[config.mk]
export PLATFORM = sky130hd
export DESIGN_NAME = pv_input_conditioning
export DESIGN_NICKNAME = d
export VERILOG_FILES = /design/src/logic/pv_cond_pkg.sv /design/src/logic/pv_input_conditioning.sv
export SDC_FILE = /design/constraint.sdc
export NUM_CORES = 2
export LEC_CHECK = 0
export ABC_AREA = 1
export BUFFER_PORTS_ARGS = -buffer_cell sky130_fd_sc_hd__buf_2
export CORE_UTILIZATION = 42
export DETAILED_ROUTE_END_ITERATION = 8
export SLEW_MARGIN = 5
export SYNTH_ARGS = -nofsm -noshare
export SYNTH_HDL_FRONTEND = slang
export SYNTH_SLANG_ARGS = --single-unit
[constraint.sdc]
create_clock -name core_clk -period 82.6 [get_ports core_clk]
set_input_delay 8.26 -clock core_clk [delete_from_list [all_inputs] [get_ports core_clk]]
set_output_delay 8.26 -clock core_clk [all_outputs]
set_load 0.02 [all_outputs]
[src/logic/pv_cond_pkg.sv]
package pv_cond_pkg;
	// ==========================================
	// Input classes
	typedef enum logic [1:0] {
		CLASS_TC,
		CLASS_RTD,
		CLASS_VOLT,
		CLASS_CURR
	} input_class_t;

	// ==========================================
	// Reset values of setup settings
	localparam logic        UNIT_RESET       = 1'b0;
	localparam logic        CJC_RESET        = 1'b0;
	localparam logic [9:0]  DROPOUT_RESET    = 10'h000;
	localparam logic [1:0]  DECIMAL_RESET    = 2'h0;
	localparam logic signed [15:0] SCALE_LO_RESET = 16'sh0000;
	localparam logic signed [15:0] SCALE_HI_RESET = 16'sh03e8;
	localparam logic [13:0] RATIO_RESET      = 14'h03e8;
	localparam logic signed [15:0] BIAS_RESET = 16'sh0000;
	localparam logic        UNDER_RESET      = 1'b0;

	// ==========================================
	// Limits and special numbers
	localparam logic signed [15:0] SETTING_MIN = -16'sd1999;
	localparam logic signed [15:0] SETTING_MAX = 16'sd9999;
	localparam logic [13:0] RATIO_MIN        = 14'd1;
	localparam logic [13:0] RATIO_MAX        = 14'd9999;
	localparam logic [13:0] RATIO_ONE        = 14'd1000;
	localparam logic [9:0]  DROPOUT_MAX      = 10'd1000;
	localparam logic signed [15:0] PCT_FULL  = 16'sd1000;
	localparam logic signed [15:0] PCT_LOW   = -16'sd100;
	localparam logic signed [15:0] PCT_HIGH  = 16'sd1100;
	localparam logic [7:0]  RANGE_NO_DP      = 8'd3;
	localparam logic [7:0]  RANGE_UNDER_A    = 8'd17;
	localparam logic [7:0]  RANGE_UNDER_B    = 8'd23;
	localparam logic signed [15:0] MV5_THRESH = -16'sd50;
	localparam logic signed [15:0] ZERO_TEMP = 16'sd0;

	// ==========================================
	// Sampling cycle
	localparam int SAMPLE_MS     = 500;
	localparam int CLK_HZ        = 50000000;
	localparam int SAMPLE_CYCLES = CLK_HZ / 1000 * SAMPLE_MS;

	// ==========================================
	// Carriers
	typedef struct packed {
		logic         [7:0]  range_number;
		input_class_t        in_class;
		logic                temp_unit;
		logic                cjc_external;
		logic         [9:0]  dropout;
		logic         [1:0]  decimal_pos;
		logic signed  [15:0] scale_lo;
		logic signed  [15:0] scale_hi;
		logic         [13:0] ratio_factor;
		logic signed  [15:0] bias_term;
		logic                under_mv;
	} setup_t;

	typedef struct packed {
		logic signed [15:0] value;
		logic               cjc_internal;
		logic               fahrenheit;
		logic        [1:0]  decimal_pos;
		logic               low_limit_alarm_flag;
		logic               high_limit_alarm_flag;
	} pv_word_t;
endpackage

[src/logic/pv_input_conditioning.sv]
`timescale 1ns/1ps
// How it works
// - Unit select for temperature classes, default Celsius
// - Thermocouple compensation internal or external, default internal
// - Dropout 0.1-100.0 percent; zero disables root
// - Between dropout and 100: sqrt scaled
// - Above zero below dropout: output zero
// - Outside zero to 100: pass through
// - Root only for voltage and current classes
// - Decimal position zero to three, default none
// - Decimal change carried to dependent parameters
// - Range three forces decimal position zero
// - Scaling limits -1999 to 9999, default 0/1000
// - Temperature classes use range-table limits, read-only
// - Output is input times ratio plus bias
// - Under-range type picks alarm threshold, ranges 17/23
// - Range 23 with millivolt threshold clamps at zero
// - PV clamped between -10 and 110 percent
// - Limit alarms judged before ratio and bias
// - One sample per half second
module pv_input_conditioning #(
	parameter int SAMPLE_CYCLES = pv_cond_pkg::SAMPLE_CYCLES
) (
	input  wire logic                  core_clk,
	input  wire logic                  sys_rst,
	input  wire logic                  clk_en,
	input  wire pv_cond_pkg::setup_t   setup,
	input  wire logic                  setup_write,
	input  wire logic signed [15:0]    table_lo,
	input  wire logic signed [15:0]    table_hi,
	input  wire logic signed [15:0]    raw_pct,
	input  wire logic                  raw_valid,
	output logic                       raw_ready,
	output pv_cond_pkg::pv_word_t      pv_out,
	output logic                       pv_valid,
	input  wire logic                  pv_ready,
	output logic [1:0]                 active_decimal,
	output logic signed [15:0]         active_scale_lo,
	output logic signed [15:0]         active_scale_hi
);
	// ==========================================
	// Helpers
	function automatic logic signed [15:0] clip_setting(input logic signed [15:0] v);
		if (v < pv_cond_pkg::SETTING_MIN) begin
			return pv_cond_pkg::SETTING_MIN;
		end else if (v > pv_cond_pkg::SETTING_MAX) begin
			return pv_cond_pkg::SETTING_MAX;
		end
		return v;
	endfunction

	function automatic logic signed [15:0] clamp(input logic signed [31:0] v,
			input logic signed [15:0] lo, input logic signed [15:0] hi);
		if (v < 32'(lo)) begin
			return lo;
		end else if (v > 32'(hi)) begin
			return hi;
		end
		return v[15:0];
	endfunction

	// Bitwise integer root; fine for the 20-bit argument here
	function automatic logic [15:0] isqrt(input logic [31:0] v);
		logic [31:0] rem;
		logic [31:0] res;
		logic [31:0] bitv;
		rem = v;
		res = 32'h0;
		bitv = 32'h40000000;
		for (int i = 0; i < 16; i++) begin
			if (rem >= res + bitv) begin
				rem = rem - (res + bitv);
				res = (res >> 1) + bitv;
			end else begin
				res = res >> 1;
			end
			bitv = bitv >> 2;
		end
		return res[15:0];
	endfunction

	function automatic logic is_temp(input pv_cond_pkg::input_class_t c);
		return (c == pv_cond_pkg::CLASS_TC) || (c == pv_cond_pkg::CLASS_RTD);
	endfunction

	// ==========================================
	// Setup registers
	logic                  unit_reg, unit_next;
	logic                  cjc_reg, cjc_next;
	logic [9:0]            drop_reg, drop_next;
	logic [1:0]            dec_reg, dec_next;
	logic signed [15:0]    slo_reg, slo_next;
	logic signed [15:0]    shi_reg, shi_next;
	logic [13:0]           ratio_reg, ratio_next;
	logic signed [15:0]    bias_reg, bias_next;
	logic                  under_reg, under_next;
	logic [7:0]            range_reg, range_next;
	pv_cond_pkg::input_class_t cls_reg, cls_next;

	always_comb begin
		unit_next = unit_reg;
		cjc_next = cjc_reg;
		drop_next = drop_reg;
		dec_next = dec_reg;
		slo_next = slo_reg;
		shi_next = shi_reg;
		ratio_next = ratio_reg;
		bias_next = bias_reg;
		under_next = under_reg;
		range_next = range_reg;
		cls_next = cls_reg;
		if (setup_write) begin
			range_next = setup.range_number;
			cls_next = setup.in_class;
			if (is_temp(setup.in_class)) begin
				unit_next = setup.temp_unit;
			end
			if (setup.in_class == pv_cond_pkg::CLASS_TC) begin
				cjc_next = setup.cjc_external;
			end
			if (!is_temp(setup.in_class)) begin
				// Out-of-range dropout is saturated, not rejected
				drop_next = (setup.dropout > pv_cond_pkg::DROPOUT_MAX) ?
					pv_cond_pkg::DROPOUT_MAX : setup.dropout;
				slo_next = clip_setting(setup.scale_lo);
				shi_next = clip_setting(setup.scale_hi);
			end
			dec_next = setup.decimal_pos;
			if (setup.ratio_factor < pv_cond_pkg::RATIO_MIN) begin
				ratio_next = pv_cond_pkg::RATIO_MIN;
			end else if (setup.ratio_factor > pv_cond_pkg::RATIO_MAX) begin
				ratio_next = pv_cond_pkg::RATIO_MAX;
			end else begin
				ratio_next = setup.ratio_factor;
			end
			bias_next = clip_setting(setup.bias_term);
			under_next = setup.under_mv;
		end
	end

	always_ff @(posedge core_clk) begin
		if (sys_rst) begin
			unit_reg <= pv_cond_pkg::UNIT_RESET;
			cjc_reg <= pv_cond_pkg::CJC_RESET;
			drop_reg <= pv_cond_pkg::DROPOUT_RESET;
			dec_reg <= pv_cond_pkg::DECIMAL_RESET;
			slo_reg <= pv_cond_pkg::SCALE_LO_RESET;
			shi_reg <= pv_cond_pkg::SCALE_HI_RESET;
			ratio_reg <= pv_cond_pkg::RATIO_RESET;
			bias_reg <= pv_cond_pkg::BIAS_RESET;
			under_reg <= pv_cond_pkg::UNDER_RESET;
			range_reg <= 8'h00;
			cls_reg <= pv_cond_pkg::CLASS_VOLT;
		end else if (clk_en) begin
			unit_reg <= unit_next;
			cjc_reg <= cjc_next;
			drop_reg <= drop_next;
			dec_reg <= dec_next;
			slo_reg <= slo_next;
			shi_reg <= shi_next;
			ratio_reg <= ratio_next;
			bias_reg <= bias_next;
			under_reg <= under_next;
			range_reg <= range_next;
			cls_reg <= cls_next;
		end
	end

	// ==========================================
	// Effective settings
	logic               temp_cls;
	logic [1:0]         eff_dec;
	logic signed [15:0] eff_lo;
	logic signed [15:0] eff_hi;
	always_comb begin
		temp_cls = is_temp(cls_reg);
		eff_dec = (range_reg == pv_cond_pkg::RANGE_NO_DP) ? 2'h0 : dec_reg;
		eff_lo = temp_cls ? table_lo : slo_reg;
		eff_hi = temp_cls ? table_hi : shi_reg;
	end

	// ==========================================
	// Sample tick and datapath
	logic [31:0] tick_reg, tick_next;
	logic        take;
	logic signed [15:0] sq_pct;
	logic signed [31:0] scaled;
	logic signed [15:0] pv_clamped;
	logic signed [31:0] corrected;
	logic               lo_alarm;
	logic               hi_alarm;
	logic               under_sel;
	pv_cond_pkg::pv_word_t word;
	logic signed [15:0] pct_lim;

	always_comb begin
		tick_next = (tick_reg == 32'(SAMPLE_CYCLES - 1)) ? 32'h0 : tick_reg + 32'h1;
		// Taking only against the registered ready keeps the first edge after reset honest
		take = raw_valid && raw_ready;
		// Percent clamp; the -5 mV choice lets low readings through without alarm only down to -50
		under_sel = under_reg && ((range_reg == pv_cond_pkg::RANGE_UNDER_A) ||
			(range_reg == pv_cond_pkg::RANGE_UNDER_B));
		pct_lim = clamp(32'(raw_pct), pv_cond_pkg::PCT_LOW, pv_cond_pkg::PCT_HIGH);
		lo_alarm = under_sel ? (raw_pct < pv_cond_pkg::MV5_THRESH) :
			(raw_pct < pv_cond_pkg::PCT_LOW);
		hi_alarm = raw_pct > pv_cond_pkg::PCT_HIGH;
		sq_pct = pct_lim;
		if (!temp_cls && drop_reg != 10'h000 && pct_lim > 16'sd0 &&
				pct_lim < pv_cond_pkg::PCT_FULL) begin
			if (pct_lim < $signed({6'h00, drop_reg})) begin
				sq_pct = 16'sd0;
			end else begin
				sq_pct = $signed(isqrt(32'(pct_lim) * 32'd1000));
			end
		end
		scaled = 32'(eff_lo) + (32'(sq_pct) * (32'(eff_hi) - 32'(eff_lo))) / 32'sd1000;
		pv_clamped = scaled[15:0];
		if (under_reg && range_reg == pv_cond_pkg::RANGE_UNDER_B &&
				pv_clamped < pv_cond_pkg::ZERO_TEMP) begin
			pv_clamped = pv_cond_pkg::ZERO_TEMP;
		end
		// Ratio is widened as a signed operand so negative readings divide correctly
		corrected = (32'(pv_clamped) * $signed(32'(ratio_reg))) / 32'sd1000 +
			32'(bias_reg);
		word.value = clamp(corrected, -16'sh7fff, 16'sh7fff);
		word.cjc_internal = !cjc_reg && cls_reg == pv_cond_pkg::CLASS_TC;
		word.fahrenheit = unit_reg && temp_cls;
		word.decimal_pos = eff_dec;
		word.low_limit_alarm_flag = lo_alarm;
		word.high_limit_alarm_flag = hi_alarm;
	end

	always_ff @(posedge core_clk) begin
		if (sys_rst) begin
			tick_reg <= 32'h0;
		end else if (clk_en) begin
			tick_reg <= tick_next;
		end
	end

	// ==========================================
	// Two-entry output buffer; a stalled receiver backs up into raw_ready
	pv_cond_pkg::pv_word_t buf_reg [2];
	pv_cond_pkg::pv_word_t buf_next [2];
	logic [1:0] cnt_reg, cnt_next;
	logic       buf_room;
	logic       pop;
	always_comb begin
		buf_room = cnt_reg != 2'd2;
		pop = pv_ready && cnt_reg != 2'd0;
		buf_next = buf_reg;
		cnt_next = cnt_reg;
		if (pop) begin
			buf_next[0] = buf_reg[1];
			cnt_next = cnt_next - 2'd1;
		end
		if (take) begin
			buf_next[cnt_next[0]] = word;
			cnt_next = cnt_next + 2'd1;
		end
	end

	always_ff @(posedge core_clk) begin
		if (sys_rst) begin
			cnt_reg <= 2'd0;
			buf_reg[0] <= '0;
			buf_reg[1] <= '0;
			raw_ready <= 1'b0;
			pv_out <= '0;
			pv_valid <= 1'b0;
			active_decimal <= pv_cond_pkg::DECIMAL_RESET;
			active_scale_lo <= pv_cond_pkg::SCALE_LO_RESET;
			active_scale_hi <= pv_cond_pkg::SCALE_HI_RESET;
		end else if (clk_en) begin
			cnt_reg <= cnt_next;
			buf_reg <= buf_next;
			raw_ready <= (tick_next == 32'h0) && (cnt_next != 2'd2);
			pv_out <= buf_next[0];
			pv_valid <= cnt_next != 2'd0;
			active_decimal <= eff_dec;
			active_scale_lo <= eff_lo;
			active_scale_hi <= eff_hi;
		end
	end
endmodule

==> results.json <==
{
  "status": "completed",
  "initialDrtViolationCount": 3944,
  "htree_num_levels": 1,
  "worst_hold_path_type": "reg2reg",
  "post_layout_nonfiller_instances": 12400,
  "design.final.nets": 11600,
  "asyncSetResetFlopFracSynth": 0,
  "rows": 140,
  "critPathTopFamily": "simple AND/OR/NAND/NOR gates",
  "via_per_inst": 5.17,
  "timing_worst_setup_path_type": "in2reg",
  "max-clock-path-buffers": 3,
  "cts_sinks": 201,
  "first_pass_grt_wire_length_um": 327000,
  "first_global_vias": 61200,
  "routed_wire_length_per_instance_um": 17.3,
  "synth_enable_flop_cells": 0,
  "dp_cells": 12100,
  "die_area_um2": 148000,
  "drive_above_1_share": 0.320,
  "io_buffers": 198,
  "netlist_instances": 9195,
  "gr-total-overflow": 0,
  "avgSynthCellArea_um2": 6.71,
  "arrival_ns": 81.92,
  "postSynth.topFlopCell": "dfxtp_1",
  "max_clock_freq_mhz": 12.3,
  "topRoutingLayerUsed": "met4",
  "netlist_area_um2": 61700,
  "finalWeightedCongestion": 1.02,
  "finalCritPeriodShare": 0.986,
  "worst_skew_pair.late_latency_ns": 0.62,
  "drtAntennaViolNets": 0,
  "cp_slowest_stage_delay_ns": 0.60,
  "route.vias.total": 64000,
  "cap_viol_max_count": 0,
  "grt_start_max_net_pins": 68,
  "die_y_extent_um": 385,
  "detailed_place_hpwl_um": 174000,
  "setup_viol": 0,
  "drc": 0,
  "width_of_the_die_um": 385,
  "detail_route.first_pass.iterations": 8,
  "tns_ns": 0,
  "most_frequent_cells_in_the_layout": "nand2_1 (1717), inv_1 (1538), buf_4 (1150)",
  "worst_setup_path_start_kind": "primary input",
  "worst_slew_pin_slew_ns": 1.32,
  "cts_tree": "yes",
  "met1Wirelength_um": 96800,
  "worst_slew_margin_rel": 0.116,
  "layout_commonest_cell": "nand2_1",
  "area_delta_synth_final_pct": 28.2,
  "cts.reportedPaths.clkPinSlew_ns": 0.06,
  "cts_made_buffers": 25,
  "timing.critical_path.mode_cell": "nand2_2",
  "wl_met2_um": 98100,
  "worstSetupEndpointType": "register",
  "crit_slowest_cell": "fa_1",
  "postSynthRegisterBits": 201,
  "core-area_um2": 146000,
  "boundary_pin_count": 199,
  "groute.usage.overall": 0.274,
  "min_period_ns": 81.47,
  "final_max_slew_viol_count": 0,
  "grt_antenna_before_repair": 7,
  "ys_warn_count": 0,
  "met3WireLength_um": 13600,
  "crit_path_max_fanout": 8,
  "start_util": 0.423,
  "synth_cell_type_count": 95,
  "setup_repair_after_global_routing_missed_its_margin": "true",
  "fin_skew_ns": 0.0290,
  "detail_route.wirelength_um": 214000,
  "post_synth_net_total": 10300,
  "synth_seq_area_share": 0.0652,
  "timing.critical_path.required_ns": 83.05,
  "final-hold-violation-count": 0,
  "timing.critical_path.buf_inv": 97,
  "fillCellCount": 14100,
  "root_buffer": "clkbuf_16"
}
==> worst register-to-register path, delay by kind of cell, from the launching register on <==
kind / cells / cell delay, ns
flops: 1 / 0.31
fa+ha+maj: 19 / 7.90
compound gates: 67 / 9.99
simple gates: 236 / 22.84
buf+inv: 59 / 6.36
xor+xnor: 10 / 1.91
==> stage by stage <==
| step | util | setup WS [ns] | cell area, µm² | hold slack (ns) |
|---|---|---|---|---|
| after floorplan | - | 0.00340 | 61900 | 0.426 |
| after global placement | 0.487 | -1.53 | 70900 | 0.433 |
| after detailed placement | 0.487 | -2.78 | 70900 | 0.439 |
| after CTS | 0.496 | 0.0104 | 72300 | 0.449 |
| after global routing | 0.543 | -3.83 | 79100 | 0.469 |
| final | 0.543 | 1.13 | 79100 | 0.450 |
==> Yosys cell counts (all sizes together) (3+ instances only) <==
cell	count	area, µm²
xnor2	124	1090
or4	3	22.5
nor4	44	275
ha	451	5640
clkbuf	117	727
o211ai	59	458
a211oi	12	90.1
bufinv	7	123
o21a	15	114
a41oi	3	26.3
nand3	705	4380
nor3b	4	30.0
fa	548	11000
o2111ai	8	87.6
xor2	293	2570
a311oi	4	35.0
o21bai	55	492
and2	19	126
nor2	946	4140
nand2	2406	11200
nor3	88	450
or2	30	188
o21ai	426	2290
a21o	10	75.1
mux2i	7	70.1
nand3b	38	308
dfxtp	201	4020
clkinv	39	164
o31ai	13	97.6
o221ai	9	78.8
a31oi	44	275
buf	66	589
and3	4	25.0
dlygate4sd3	3	30.0
o22ai	9	56.3
a21boi	10	90.1
a32o	3	30.0
nand4	148	985
inv	1740	6590
o221a	3	33.8
a21oi	462	2510
a221oi	3	26.3
==> worst paths after layout <==
check | start | end | slack [ns] | cells after the start
max | raw_pct[1] | buf_reg[40] | 1.13 | 598
min reg2reg | slo_reg[14] | slo_reg[14] | 0.45 | 2
max reg2reg | cls_reg[1] | buf_reg[40] | 33.16 | 391
min | slo_reg[14] | slo_reg[14] | 0.45 | 2
==> layout make-up <==
cell class                 count  area (µm²)  share of cell area
timing repair buffer        1391       10300               0.130
antenna                        2        5.00           0.0000633
multi-input combinational   7024       54600               0.690
clock buffer                  29         661             0.00835
tap                         1917        2400              0.0303
clock inverter                15         211             0.00267
sequential                   201        4020              0.0509
inverter                    1787        6960              0.0880
==> what timing repair did <==
item	in CTS	in global routing
gates cloned	1	6
setup buffers	22	241
setup endpoints to repair	32	32
gates resized for setup	95	1140
pin swaps	37	611
hold buffers	0	0
==> kinds of logic (layout without fill, tap and decap cells) <==
kind of cell,count (synthesis),after routing,synth area share
xor+xnor,417,417,0.0593
compound gates,1157,1157,0.113
buf+inv,1976,3222,0.134
simple gates,4438,4444,0.358
other cells,0,2,0
flops,201,201,0.0652
mux,7,7,0.00114
fa+ha+maj,999,999,0.269
==> per-layer routing <==
metal | vias up | global-route usage
met2 | 1810 | 0.446
met1 | 30400 | 0.385
met4 | 0 | 0.0514
met3 | 297 | 0.0370
met5 | - | 0
li1 | 31400 | -
Power is left out: the tool's default activity adds up to more than one toggle a clock period on the data nets, which glitch-free logic cannot reach.
